[src/design/codec_status_pkg.sv]
// package: register map, field positions and types of the codec status flag bank
package codec_status_pkg;

  localparam logic [7:0] ADDR_MODULE_POWER_STATE = 8'h5e;
  localparam logic [7:0] ADDR_DRIVER_SHORT_POWER = 8'h5f;
  localparam logic [7:0] ADDR_LATCHED_EVENT      = 8'h60;
  localparam logic [7:0] ADDR_LIVE_EVENT         = 8'h61;

  localparam logic [7:0] RESET_STATUS = 8'h00;

  // field positions
  localparam int POS_DAC_LEFT   = 7;
  localparam int POS_DAC_RIGHT  = 6;
  localparam int POS_MONO_LINE  = 5;
  localparam int POS_LEFT_LINE  = 4;
  localparam int POS_RIGHT_LINE = 3;
  localparam int POS_HP_LEFT    = 2;
  localparam int POS_HP_RIGHT   = 1;
  localparam int POS_SHORT_LSB  = 4;
  localparam int POS_COM_LEFT   = 3;
  localparam int POS_COM_RIGHT  = 2;
  localparam int POS_BUTTON     = 3;
  localparam int POS_HEADSET    = 2;
  localparam int POS_AGC_LEFT   = 1;
  localparam int POS_AGC_RIGHT  = 0;

  localparam int NUM_EVENTS = 8;

  // continuous interrupt pulse train: 2 ms high / 2 ms low at 250 MHz
  localparam int PULSE_PERIOD_NS = 2000000;
  localparam int CLK_PERIOD_NS   = 4;
  localparam int PULSE_CYCLES    = PULSE_PERIOD_NS / CLK_PERIOD_NS;

  // short order: headphone left main, right main, left common, right common
  typedef struct packed {
    logic headphone_left_main;
    logic headphone_right_main;
    logic headphone_left_common;
    logic headphone_right_common;
  } short_t;

  typedef struct packed {
    logic dac_left;
    logic dac_right;
    logic mono_line_output;
    logic left_line_output;
    logic right_line_output;
    logic headphone_left_main;
    logic headphone_right_main;
    logic headphone_left_common;
    logic headphone_right_common;
  } power_t;

  typedef struct packed {
    logic button_press;
    logic headset_change;
    logic agc_left_noise;
    logic agc_right_noise;
  } misc_event_t;

  typedef enum logic [1:0] {
    PULSE_IDLE = 2'b00,
    PULSE_HIGH = 2'b01,
    PULSE_LOW  = 2'b10
  } pulse_state_t;

endpackage

[src/design/sticky_flag.sv]
// sticky flag: set by an event, cleared by a read acknowledge, set wins over clear
`timescale 1ns/1ps
module sticky_flag
  import codec_status_pkg::*;
(
  input  wire logic i_clk,
  input  wire logic i_rst_b,
  input  wire logic i_ce,
  input  wire logic i_set,
  input  wire logic i_clear,
  output logic      o_flag
);

  always_ff @(posedge i_clk or negedge i_rst_b) begin
    if (!i_rst_b) begin
      o_flag <= 1'b0;
    end else if (i_ce) begin
      if (i_set) begin
        o_flag <= 1'b1;
      end else if (i_clear) begin
        o_flag <= 1'b0;
      end
    end
  end

endmodule

[src/design/codec_status_flag_registers.sv]
// codec status flag registers: power, short-circuit, sticky and live event flags
`timescale 1ns/1ps
module codec_status_flag_registers
  import codec_status_pkg::*;
#(
  parameter int PULSE_LEN = PULSE_CYCLES
)(
  input  wire logic        i_clk,
  input  wire logic        i_rst_b,
  input  wire logic        i_ce,
  input  wire power_t      i_power,
  input  wire short_t      i_short,
  input  wire misc_event_t i_misc,
  input  wire logic        i_continuous,
  input  wire logic        i_rd,
  input  wire logic        i_wr,
  input  wire logic [7:0]  i_addr,
  input  wire logic [7:0]  i_wdata,
  output logic [7:0]       o_rdata,
  output logic             o_rvalid,
  output logic             o_irq
);

  logic [7:0]        module_power_state;
  logic [7:0]        driver_short_and_power_state;
  logic [7:0]        latched_event_flags;
  logic [7:0]        live_event_flags;
  logic [7:0]        event_in;
  logic [7:0]        event_prev;
  logic [7:0]        event_rise;
  logic              ack_read;
  logic              any_rise;
  logic [31:0]       pulse_cnt;
  pulse_state_t      pulse_state;
  pulse_state_t      next_pulse_state;
  logic [7:0]        next_rdata;

  // one-shot mode gives a single pulse; continuous mode repeats until acknowledged
  assign ack_read = i_rd && (i_addr == ADDR_LATCHED_EVENT);

  // status snapshots, registered from the detector levels
  always_ff @(posedge i_clk or negedge i_rst_b) begin
    if (!i_rst_b) begin
      module_power_state           <= RESET_STATUS;
      driver_short_and_power_state <= RESET_STATUS;
      live_event_flags             <= RESET_STATUS;
    end else if (i_ce) begin
      module_power_state[POS_DAC_LEFT]   <= i_power.dac_left;
      module_power_state[POS_DAC_RIGHT]  <= i_power.dac_right;
      module_power_state[POS_MONO_LINE]  <= i_power.mono_line_output;
      module_power_state[POS_LEFT_LINE]  <= i_power.left_line_output;
      module_power_state[POS_RIGHT_LINE] <= i_power.right_line_output;
      module_power_state[POS_HP_LEFT]    <= i_power.headphone_left_main;
      module_power_state[POS_HP_RIGHT]   <= i_power.headphone_right_main;
      module_power_state[0]              <= 1'b0;
      driver_short_and_power_state[7:POS_SHORT_LSB] <= i_short;
      driver_short_and_power_state[POS_COM_LEFT]  <= i_power.headphone_left_common;
      driver_short_and_power_state[POS_COM_RIGHT] <= i_power.headphone_right_common;
      driver_short_and_power_state[1:0] <= 2'b00;
      live_event_flags <= {i_short, 4'h0};
    end
  end

  assign event_in = {i_short, i_misc};

  // sticky bits set on the rising edge of each source
  always_ff @(posedge i_clk or negedge i_rst_b) begin
    if (!i_rst_b) begin
      event_prev <= RESET_STATUS;
    end else if (i_ce) begin
      event_prev <= event_in;
    end
  end

  assign event_rise = event_in & ~event_prev;
  assign any_rise   = |event_rise;

  genvar g;
  generate
    for (g = 0; g < NUM_EVENTS; g++) begin : g_sticky
      sticky_flag u_flag (
        .i_clk   (i_clk),
        .i_rst_b (i_rst_b),
        .i_ce    (i_ce),
        .i_set   (event_rise[g]),
        .i_clear (ack_read),
        .o_flag  (latched_event_flags[g])
      );
    end
  endgenerate

  // read port: writes are accepted and ignored
  always_comb begin
    next_rdata = 8'h00;
    case (i_addr)
      ADDR_MODULE_POWER_STATE: next_rdata = module_power_state;
      ADDR_DRIVER_SHORT_POWER: next_rdata = driver_short_and_power_state;
      ADDR_LATCHED_EVENT:      next_rdata = latched_event_flags;
      ADDR_LIVE_EVENT:         next_rdata = live_event_flags;
      default:                 next_rdata = 8'h00;
    endcase
  end

  always_ff @(posedge i_clk or negedge i_rst_b) begin
    if (!i_rst_b) begin
      o_rdata  <= 8'h00;
      o_rvalid <= 1'b0;
    end else if (i_ce) begin
      o_rvalid <= i_rd;
      if (i_rd) begin
        o_rdata <= next_rdata;
      end
    end
  end

  // interrupt pulse generator
  always_comb begin
    next_pulse_state = pulse_state;
    case (pulse_state)
      PULSE_IDLE: begin
        if (any_rise) begin
          next_pulse_state = PULSE_HIGH;
        end
      end
      PULSE_HIGH: begin
        if (i_continuous && ack_read) begin
          next_pulse_state = PULSE_IDLE;
        end else if (pulse_cnt == 32'(PULSE_LEN - 1)) begin
          next_pulse_state = i_continuous ? PULSE_LOW : PULSE_IDLE;
        end
      end
      PULSE_LOW: begin
        if (ack_read) begin
          next_pulse_state = PULSE_IDLE;
        end else if (pulse_cnt == 32'(PULSE_LEN - 1)) begin
          next_pulse_state = PULSE_HIGH;
        end
      end
      default: next_pulse_state = PULSE_IDLE;
    endcase
  end

  always_ff @(posedge i_clk or negedge i_rst_b) begin
    if (!i_rst_b) begin
      pulse_state <= PULSE_IDLE;
      pulse_cnt   <= 32'h0000_0000;
      o_irq       <= 1'b0;
    end else if (i_ce) begin
      pulse_state <= next_pulse_state;
      o_irq       <= (next_pulse_state == PULSE_HIGH);
      if (next_pulse_state != pulse_state) begin
        pulse_cnt <= 32'h0000_0000;
      end else begin
        pulse_cnt <= pulse_cnt + 32'h0000_0001;
      end
    end
  end

  // assertion helper: length of the current interrupt high run
  logic [31:0] irq_run;

  always_ff @(posedge i_clk or negedge i_rst_b) begin
    if (!i_rst_b) begin
      irq_run <= 32'h0000_0000;
    end else if (i_ce) begin
      if (o_irq) begin
        irq_run <= irq_run + 32'h0000_0001;
      end else begin
        irq_run <= 32'h0000_0000;
      end
    end
  end

  // status registers follow their detector levels one cycle later
  a_power_dac_left: assert property (
    @(posedge i_clk) disable iff (!i_rst_b)
    i_ce |=> module_power_state[POS_DAC_LEFT] == $past(i_power.dac_left))
    else $error("left dac power bit wrong");
  a_power_dac_right: assert property (
    @(posedge i_clk) disable iff (!i_rst_b)
    i_ce |=> module_power_state[POS_DAC_RIGHT] == $past(i_power.dac_right))
    else $error("right dac power bit wrong");
  a_line_outputs: assert property (
    @(posedge i_clk) disable iff (!i_rst_b)
    i_ce |=> module_power_state[5:3] == $past({i_power.mono_line_output,
      i_power.left_line_output, i_power.right_line_output}))
    else $error("line output power bits wrong");
  a_headphone_main_power: assert property (
    @(posedge i_clk) disable iff (!i_rst_b)
    i_ce |=> module_power_state[2:1] == $past({i_power.headphone_left_main,
      i_power.headphone_right_main}))
    else $error("main headphone power bits wrong");
  a_common_power: assert property (
    @(posedge i_clk) disable iff (!i_rst_b)
    i_ce |=> driver_short_and_power_state[3:2] == $past({i_power.headphone_left_common,
      i_power.headphone_right_common}))
    else $error("common driver power bits wrong");
  a_reserved_zero: assert property (
    @(posedge i_clk) disable iff (!i_rst_b)
    module_power_state[0] == 1'b0 && driver_short_and_power_state[1:0] == 2'b00)
    else $error("reserved bits not zero");
  a_short_mirror: assert property (
    @(posedge i_clk) disable iff (!i_rst_b)
    i_ce |=> driver_short_and_power_state[7:4] == $past(i_short)
      && live_event_flags[7:4] == $past(i_short))
    else $error("short state mismatch");

  // sticky flags: set on an event, held until the acknowledging read
  a_sticky_sets: assert property (
    @(posedge i_clk) disable iff (!i_rst_b)
    (i_ce && any_rise) |=> (latched_event_flags & $past(event_rise)) == $past(event_rise))
    else $error("event not latched");
  a_sticky_holds: assert property (
    @(posedge i_clk) disable iff (!i_rst_b)
    (i_ce && !ack_read) |=> (latched_event_flags & $past(latched_event_flags))
      == $past(latched_event_flags))
    else $error("sticky flag dropped without a read");
  a_sticky_no_event: assert property (
    @(posedge i_clk) disable iff (!i_rst_b)
    (i_ce && !any_rise) |=> (latched_event_flags & ~$past(latched_event_flags)) == 8'h00)
    else $error("sticky flag set without an event");
  a_sticky_clear: assert property (
    @(posedge i_clk) disable iff (!i_rst_b)
    (i_ce && ack_read && !any_rise) |=> latched_event_flags == 8'h00)
    else $error("read did not clear sticky flags");
  a_write_ignored: assert property (
    @(posedge i_clk) disable iff (!i_rst_b)
    (i_ce && i_wr && !i_rd) |=> latched_event_flags
      == ($past(latched_event_flags) | $past(event_rise)))
    else $error("write changed sticky flags");

  // read port answers one cycle after the strobe
  a_read_power: assert property (
    @(posedge i_clk) disable iff (!i_rst_b)
    (i_ce && i_rd && i_addr == ADDR_MODULE_POWER_STATE) |=> o_rvalid
      && o_rdata == $past(module_power_state))
    else $error("power status read wrong");
  a_read_latched: assert property (
    @(posedge i_clk) disable iff (!i_rst_b)
    (i_ce && i_rd && i_addr == ADDR_LATCHED_EVENT) |=> o_rvalid
      && o_rdata == $past(latched_event_flags))
    else $error("sticky flag read wrong");
  a_read_data: assert property (
    @(posedge i_clk) disable iff (!i_rst_b)
    (i_ce && i_rd && i_addr == ADDR_LIVE_EVENT) |=> o_rdata[3:0] == 4'h0 && o_rvalid)
    else $error("live register low nibble nonzero");
  a_read_unmapped: assert property (
    @(posedge i_clk) disable iff (!i_rst_b)
    (i_ce && i_rd && (i_addr < ADDR_MODULE_POWER_STATE || i_addr > ADDR_LIVE_EVENT))
      |=> o_rdata == 8'h00)
    else $error("unmapped address read nonzero");

  // interrupt pulse timing
  a_irq_starts: assert property (
    @(posedge i_clk) disable iff (!i_rst_b)
    (i_ce && any_rise && pulse_state == PULSE_IDLE) |=> o_irq)
    else $error("event did not raise the interrupt");
  a_irq_single_ends: assert property (
    @(posedge i_clk) disable iff (!i_rst_b)
    (i_ce && !i_continuous && pulse_state == PULSE_HIGH
      && pulse_cnt == 32'(PULSE_LEN - 1)) |=> !o_irq)
    else $error("single interrupt pulse did not end");
  a_irq_train_repeats: assert property (
    @(posedge i_clk) disable iff (!i_rst_b)
    (i_ce && !ack_read && pulse_state == PULSE_LOW
      && pulse_cnt == 32'(PULSE_LEN - 1)) |=> o_irq)
    else $error("interrupt train did not repeat");
  a_irq_ack_stops: assert property (
    @(posedge i_clk) disable iff (!i_rst_b)
    (i_ce && ack_read && !any_rise && pulse_state == PULSE_LOW)
      |=> !o_irq)
    else $error("interrupt continued after acknowledge");
  a_irq_ack_high: assert property (
    @(posedge i_clk) disable iff (!i_rst_b)
    (i_ce && i_continuous && ack_read && pulse_state == PULSE_HIGH)
      |=> !o_irq)
    else $error("interrupt pulse continued after acknowledge");
  a_irq_run_bound: assert property (
    @(posedge i_clk) disable iff (!i_rst_b)
    o_irq |-> irq_run < 32'(PULSE_LEN))
    else $error("interrupt pulse too long");
  a_irq_run_full: assert property (
    @(posedge i_clk) disable iff (!i_rst_b)
    ($fell(o_irq) && !i_continuous) |-> irq_run == 32'(PULSE_LEN))
    else $error("single interrupt pulse too short");

  c_event_latched: cover property (@(posedge i_clk) disable iff (!i_rst_b)
    any_rise ##1 latched_event_flags != 8'h00);
  c_ack_read: cover property (@(posedge i_clk) disable iff (!i_rst_b)
    latched_event_flags != 8'h00 ##1 ack_read);
  c_continuous: cover property (@(posedge i_clk) disable iff (!i_rst_b)
    pulse_state == PULSE_LOW ##1 pulse_state == PULSE_HIGH);
  c_write_ignored: cover property (@(posedge i_clk) disable iff (!i_rst_b)
    i_wr && i_addr == ADDR_LATCHED_EVENT);
  c_ack_in_high: cover property (@(posedge i_clk) disable iff (!i_rst_b)
    pulse_state == PULSE_HIGH && i_continuous && ack_read);

endmodule

[config.mk]
export PLATFORM = sky130hd
export DESIGN_NAME = codec_status_flag_registers
export DESIGN_NICKNAME = d
export VERILOG_FILES = /design/src/design/codec_status_pkg.sv /design/src/design/sticky_flag.sv /design/src/design/codec_status_flag_registers.sv
export SDC_FILE = /design/constraint.sdc
export NUM_CORES = 1
export LEC_CHECK = 0
export BUFFER_PORTS_ARGS = -buffer_cell sky130_fd_sc_hd__buf_4
export CORE_MARGIN = 5
export CORE_UTILIZATION = 43
export DETAILED_ROUTE_END_ITERATION = 8
export GPL_TIMING_DRIVEN = 0
export PLACE_DENSITY = 0.67
export SKIP_CTS_REPAIR_TIMING = 1
export SYNTH_ARGS = -nofsm -noshare
export SYNTH_HDL_FRONTEND = slang
export SYNTH_HIERARCHICAL = 1
export SYNTH_SLANG_ARGS = --single-unit
[constraint.sdc]
create_clock -name i_clk -period 3.45 [get_ports i_clk]
set_clock_uncertainty 0.2 [all_clocks]
set_input_delay 0.69 -clock i_clk [delete_from_list [all_inputs] [get_ports i_clk]]
set_output_delay 0.69 -clock i_clk [all_outputs]
set_load 0.03 [all_outputs]
# Word-level counts from Yosys, hierarchy flattened
# Cells that the tools add are included.
[word_totals] wordCells=68 regBits=77 output_inout_bits=10 in_bits=39
[classes] eq_ne=9 muxes=18 bitwise_logic=2 reduce_logical=21 add_sub_neg=1
[op_table] operator="$add A32 B1 Y32 const B" n=1
[op_table] operator="$eq A32 B19 Y1 const B" n=1
[op_table] operator="$eq A8 B7 Y1 const B" n=4
[op_table] operator="$mux W32" n=1
[op_table] operator="$pmux W8 S4" n=1
[op_table] operator="$reduce_and A2 Y1" n=9
[op_table] operator="$reduce_bool A2 Y1" n=8
[op_table] operator="$mux W2" n=6
[op_table] operator="$mux W1" n=9
[op_table] operator="$and A8 B8 Y8" n=1
[op_table] operator="$not A8 Y8" n=1
[op_table] operator="$reduce_or A8 Y1" n=1
[op_table] operator="$pmux W2 S3" n=1
[op_table] operator="$eq A2 B1 Y1 const B" n=2
[op_table] operator="$eq A2 B2 Y1 const B" n=1
[op_table] operator="$logic_and A1 B1 Y1" n=2
[op_table] operator="$logic_not A2 Y1" n=1
[op_table] operator="$ne A2 B2 Y1" n=1

# Logic depth before layout (Yosys ltp)
[logic_depth] ltp_word=7 ltp_mapped=8 depth_no_buf=6

# By module
# The synthesis kept the hierarchy.
[by_module_without_submodules] module="codec_status_flag_registers" cells_each=299 n_inst=1 seq_area_each_um2=1526.5 area_each_um2=3084.2
[by_module_without_submodules] module="sticky_flag" cells_each=3 n_inst=8 seq_area_each_um2=25.0 area_each_um2=37.5

# Worst setup path before layout
# No wires, ideal clock.
[synth_path] kind="input to register" from="input i_addr[0]" to="register pulse_cnt[11]" required_time_ns=3.131 cell_stages=7 path_buffers=2 arrival_ns=2.237 setup_ns=0.119 path_slack_ns=0.894 path_cell_list="clkbuf_1 -> nor4b_1 -> and4_1 -> o2bb2ai_1 -> a211oi_4 -> buf_6 -> nor2_2"
[synth_between] elab_chain_len=7 word_cells_on_any_way=8 classes_between="eq/ne (2); mux (4); reduce/logical (2)"
[synth_rtl] item="start: declaration" line="codec_status_flag_registers.sv:17" rtl="input wire logic [7:0] i_addr,"
[synth_rtl] item="$eq A8 B7 Y1 (*)" line="codec_status_flag_registers.sv:39" rtl="assign ack_read = i_rd && (i_addr == ADDR_LATCHED_EVENT);"
[synth_rtl] item="$logic_and A1 B1 Y1 (*)" line="codec_status_flag_registers.sv:39"
[synth_rtl] item="$logic_and A1 B1 Y1" line="codec_status_flag_registers.sv:126" rtl="if (i_continuous && ack_read) begin"
[synth_rtl] item="$mux W2" line="codec_status_flag_registers.sv:126"
[synth_rtl] item="$pmux W2 S3 (*)" line="codec_status_flag_registers.sv:119" rtl="case (pulse_state)"
[synth_rtl] item="$ne A2 B2 Y1 (*)" line="codec_status_flag_registers.sv:151" rtl="if (next_pulse_state != pulse_state) begin"
[synth_rtl] item="$mux W32 (*)" line="codec_status_flag_registers.sv:151"
[synth_rtl] item="end signal: assignment" line="codec_status_flag_registers.sv:154" rtl="pulse_cnt <= pulse_cnt + 32'h0000_0001;"
[synth_rtl] item="end: declaration" line="codec_status_flag_registers.sv:33" rtl="logic [31:0] pulse_cnt;"
# Every way passes the cells marked *; elsewhere a longest branch is shown, timed or not.
# A chain may end at the register's enable or synchronous reset.

# Worst setup path in the final report
[layout_path] from="register pulse_cnt[7]" to="register pulse_cnt[8]"
[layout_between] elab_chain_len=6 word_cells_on_any_way=9 classes_between="add/sub (1); eq/ne (2); mux (6)"
[layout_rtl] item="$eq A32 B19 Y1" line="codec_status_flag_registers.sv:128, codec_status_flag_registers.sv:135"
[layout_rtl] item="$mux W2 (on tied branches)" line="codec_status_flag_registers.sv:135, codec_status_flag_registers.sv:128"
[layout_rtl] item="$mux W2 (on tied branches)" line="codec_status_flag_registers.sv:133, codec_status_flag_registers.sv:126"
[layout_rtl] item="$pmux W2 S3" line="codec_status_flag_registers.sv:119"
[layout_rtl] item="$ne A2 B2 Y1" line="codec_status_flag_registers.sv:151"
[layout_rtl] item="$mux W32 (*)" line="codec_status_flag_registers.sv:151"
# Marked as above.

==> run summary <==
ys async rst share: 1.00
setup TNS: 0 ns
Final Hold Fails: 0
CP max FO: 10
Peak supply drop: 228 uV
CP bufs+invs: 2
Top cell by count, worst path: buf_6
Tot GR Track Use: 0.154
# fillers: 725
max_cap viols: 0
Final period util: 0.759
clock sinks: 69
die area: 0.00975 sq mm
share of layout cells above drive strength 1: 0.241
Area Overhead vs Synth: 18.8%
Final Max Tran Viols: 0
Setup violations, final: 0
DRT Wirelength: 7.15 mm
RSZ-0062 raised after global routing: no
Crit Path Category: flip-flop to flip-flop
Synth Area in Compound Gates: 0.0835
initial antenna violation count: 0
htree depth: 3
Switching Share: 0.270
combinational power share: 0.135
Clock Path Buffers: 2
Crit path largest cell delay: 0.56 ns
clk_lat worst skew: 0.35 ns
drt via density: 5.30
Synthesis Warnings: 6
Routed Antenna Nets: 0
mean area per synthesized cell: 10.5 sq um
Final Wtd Congestion: 0.775
Post-Syn Instances: 323
fin cells: 479
vias in the first global route: 2601
fin crit period: 2.62 ns
post-synthesis simple-gate area fraction: 0.230
Post-synth EDFFs: 0
most instantiated library cell after synthesis: dfrtp_1
pwr/cell area: 481 mW/mm^2
biggest area consumer among synthesized cells: dfrtp_1
Cell Chain, Critical Path: nor4b_1, nand4_1, or4_4, buf_6, a211oi_4, buf_6, nor2_2
DR pass1 iterations: 4
WL/cell: 14.9 microns
Psw: 0.522 mW
Setup crit end kind: flip-flop
Core ar.: 0.00769 sq mm
clk slew on worst S/H paths: 0.08 ns
Core Rows: 32
Adder-Cell Fraction of Synth Area: 0.00370
worst slew pin tran: 0.899 ns
CP Launch Point: pulse_cnt[7]
post-synth top area share: 0.510
Placed Instances: 463
fmax: 0.382 GHz
post-synthesis sequential area ratio: 0.510
TritonCTS clock tree: done
Num CTS Buffers: 9
Reg power frac: 0.481
#FFs+latches synth: 69
clock share of power: 0.385
RR Startpoint: pulse_cnt[7]
Post-synth top cells: dfrtp_1 (69), nand2_1 (36), nor2_1 (33)
CP max stage cell: or4_4
multiplexer area fraction after synthesis: 0.0684
CP Data Arrival Time: 2.65 ns
Slew Limit Headroom: 0.395
required time of the critical path: 3.49 ns
first-pass GRT wire length: 12.3 mm
syn_nets: 363
number of buffers added on ports: 38
CP delay by family, top: simple AND/OR/NAND/NOR gates
I/O Pins: 49
Die X-Extent: 98.7 microns
status: finished, final reports clean
combinational family with the most area after synthesis: simple AND/OR/NAND/NOR gates
via count: 2538
# DRC: 0
worst min path class: primary input to async pin
top_reg_cell synth: dfrtp_1
largest net degree at the start of global routing: 70
ranking of synthesized cells by area: dfrtp_1 (51%), xor2_1 (6.2%), mux2_2 (5.7%)
dpl hpwl: 5.10 mm
Netlist cell types: 42
Post-Synth XOR/XNOR Area: 0.0776
CTS Root Buffer Type: clkbuf_8
fin nets: 412
Die H: 98.7 microns
Int Power: 1.41 mW
DR iter-0 viols: 98
Initial Util: 0.440
Lkg Pwr: 1.78 nW
antenna fix cells: 0
total grt overflow: 0
Synth Cell Area: 0.00338 sq mm
Worst Setup Start Kind: flip-flop
==> layout by cell type, fill, tap and decap left out, drive strengths merged, types with 7 or more instances in the layout <==
cell type / count
dfrtp: 69
buf: 44
nor2: 43
nand2: 36
xor2: 24
mux2: 17
nand4: 15
clkbuf: 15
nand3: 13
a22o: 12
nor2b: 8
a21oi: 7
nor4: 7
==> per-layer routing <==
layer | up-vias | share of wire | GRT usage
li1 | 1248 | - | -
met5 | - | 0 | 0
met2 | 50 | 0.49 | 0.247
met3 | 4 | 0.050 | 0.0545
met1 | 1236 | 0.46 | 0.198
met4 | 0 | 0.0043 | 0.0410
==> state kept, by name, summed over array words and instances (netlist names) <==
name	count
pulse_state	2
o_irq	1
o_rdata	8
module_power_state	7
event_prev	8
o_rvalid	1
g_sticky.u_flag/o_flag	8
pulse_cnt	32
driver_short_and_power_state	2
==> metrics by stage <==
stage	hold slack (ns)	power (mW)	area [sq um]	util	setup slack (ns)
after floorplan	0.194	1.11	3380	-	0.894
after CTS	0.278	1.96	4020	0.523	0.826
final	0.243	1.94	4020	0.523	0.830
after detailed placement	0.280	1.21	3800	0.494	0.506
after global routing	0.311	2.03	4020	0.523	0.683
after global placement	0.266	1.20	3800	0.494	0.617
==> cells by family (layout without fill, tap and decap cells) <==
group,count (synthesis),count (layout)
xor+xnor,30,30
mux,21,21
simple gates,148,148
flops,69,69
compound gates,38,38
fa+ha+maj,1,1
buf+inv,16,70
==> final timing paths <==
check | endpoint | slack (ns) | cells past startpoint
hold / removal | pulse_cnt[13] | 0.24 | 1
max in group asynchronous | pulse_cnt[5] | 2.23 | 1
setup reg to reg | pulse_cnt[8] | 0.83 | 7
hold reg to reg | o_rdata[0] | 0.29 | 2
min in group i_clk | o_rdata[0] | 0.29 | 2
setup / recovery | pulse_cnt[8] | 0.83 | 7
==> power groups by stage <==
stage               sequential (mW)  clock [mW]  combinational [mW]
global placement              0.943           0               0.256
CTS                           0.930       0.769               0.266
finish                        0.930       0.745               0.260
floorplan                     0.940           0               0.166
detailed placement            0.945           0               0.264
global route                  0.942       0.793               0.294
==> layout make-up <==
type / count / area [sq um] / share of cell area
timing repair buffer: 38 / 285 / 0.0709
clock buffer: 10 / 138 / 0.0342
sequential: 69 / 1730 / 0.429
multi-input combinational: 238 / 1570 / 0.390
buffer: 11 / 71.3 / 0.0177
clock inverter: 6 / 86.3 / 0.0215
inverter: 5 / 18.8 / 0.00467
tap: 102 / 128 / 0.0317
No activity file was read; power rests on OpenSTA's default activity.
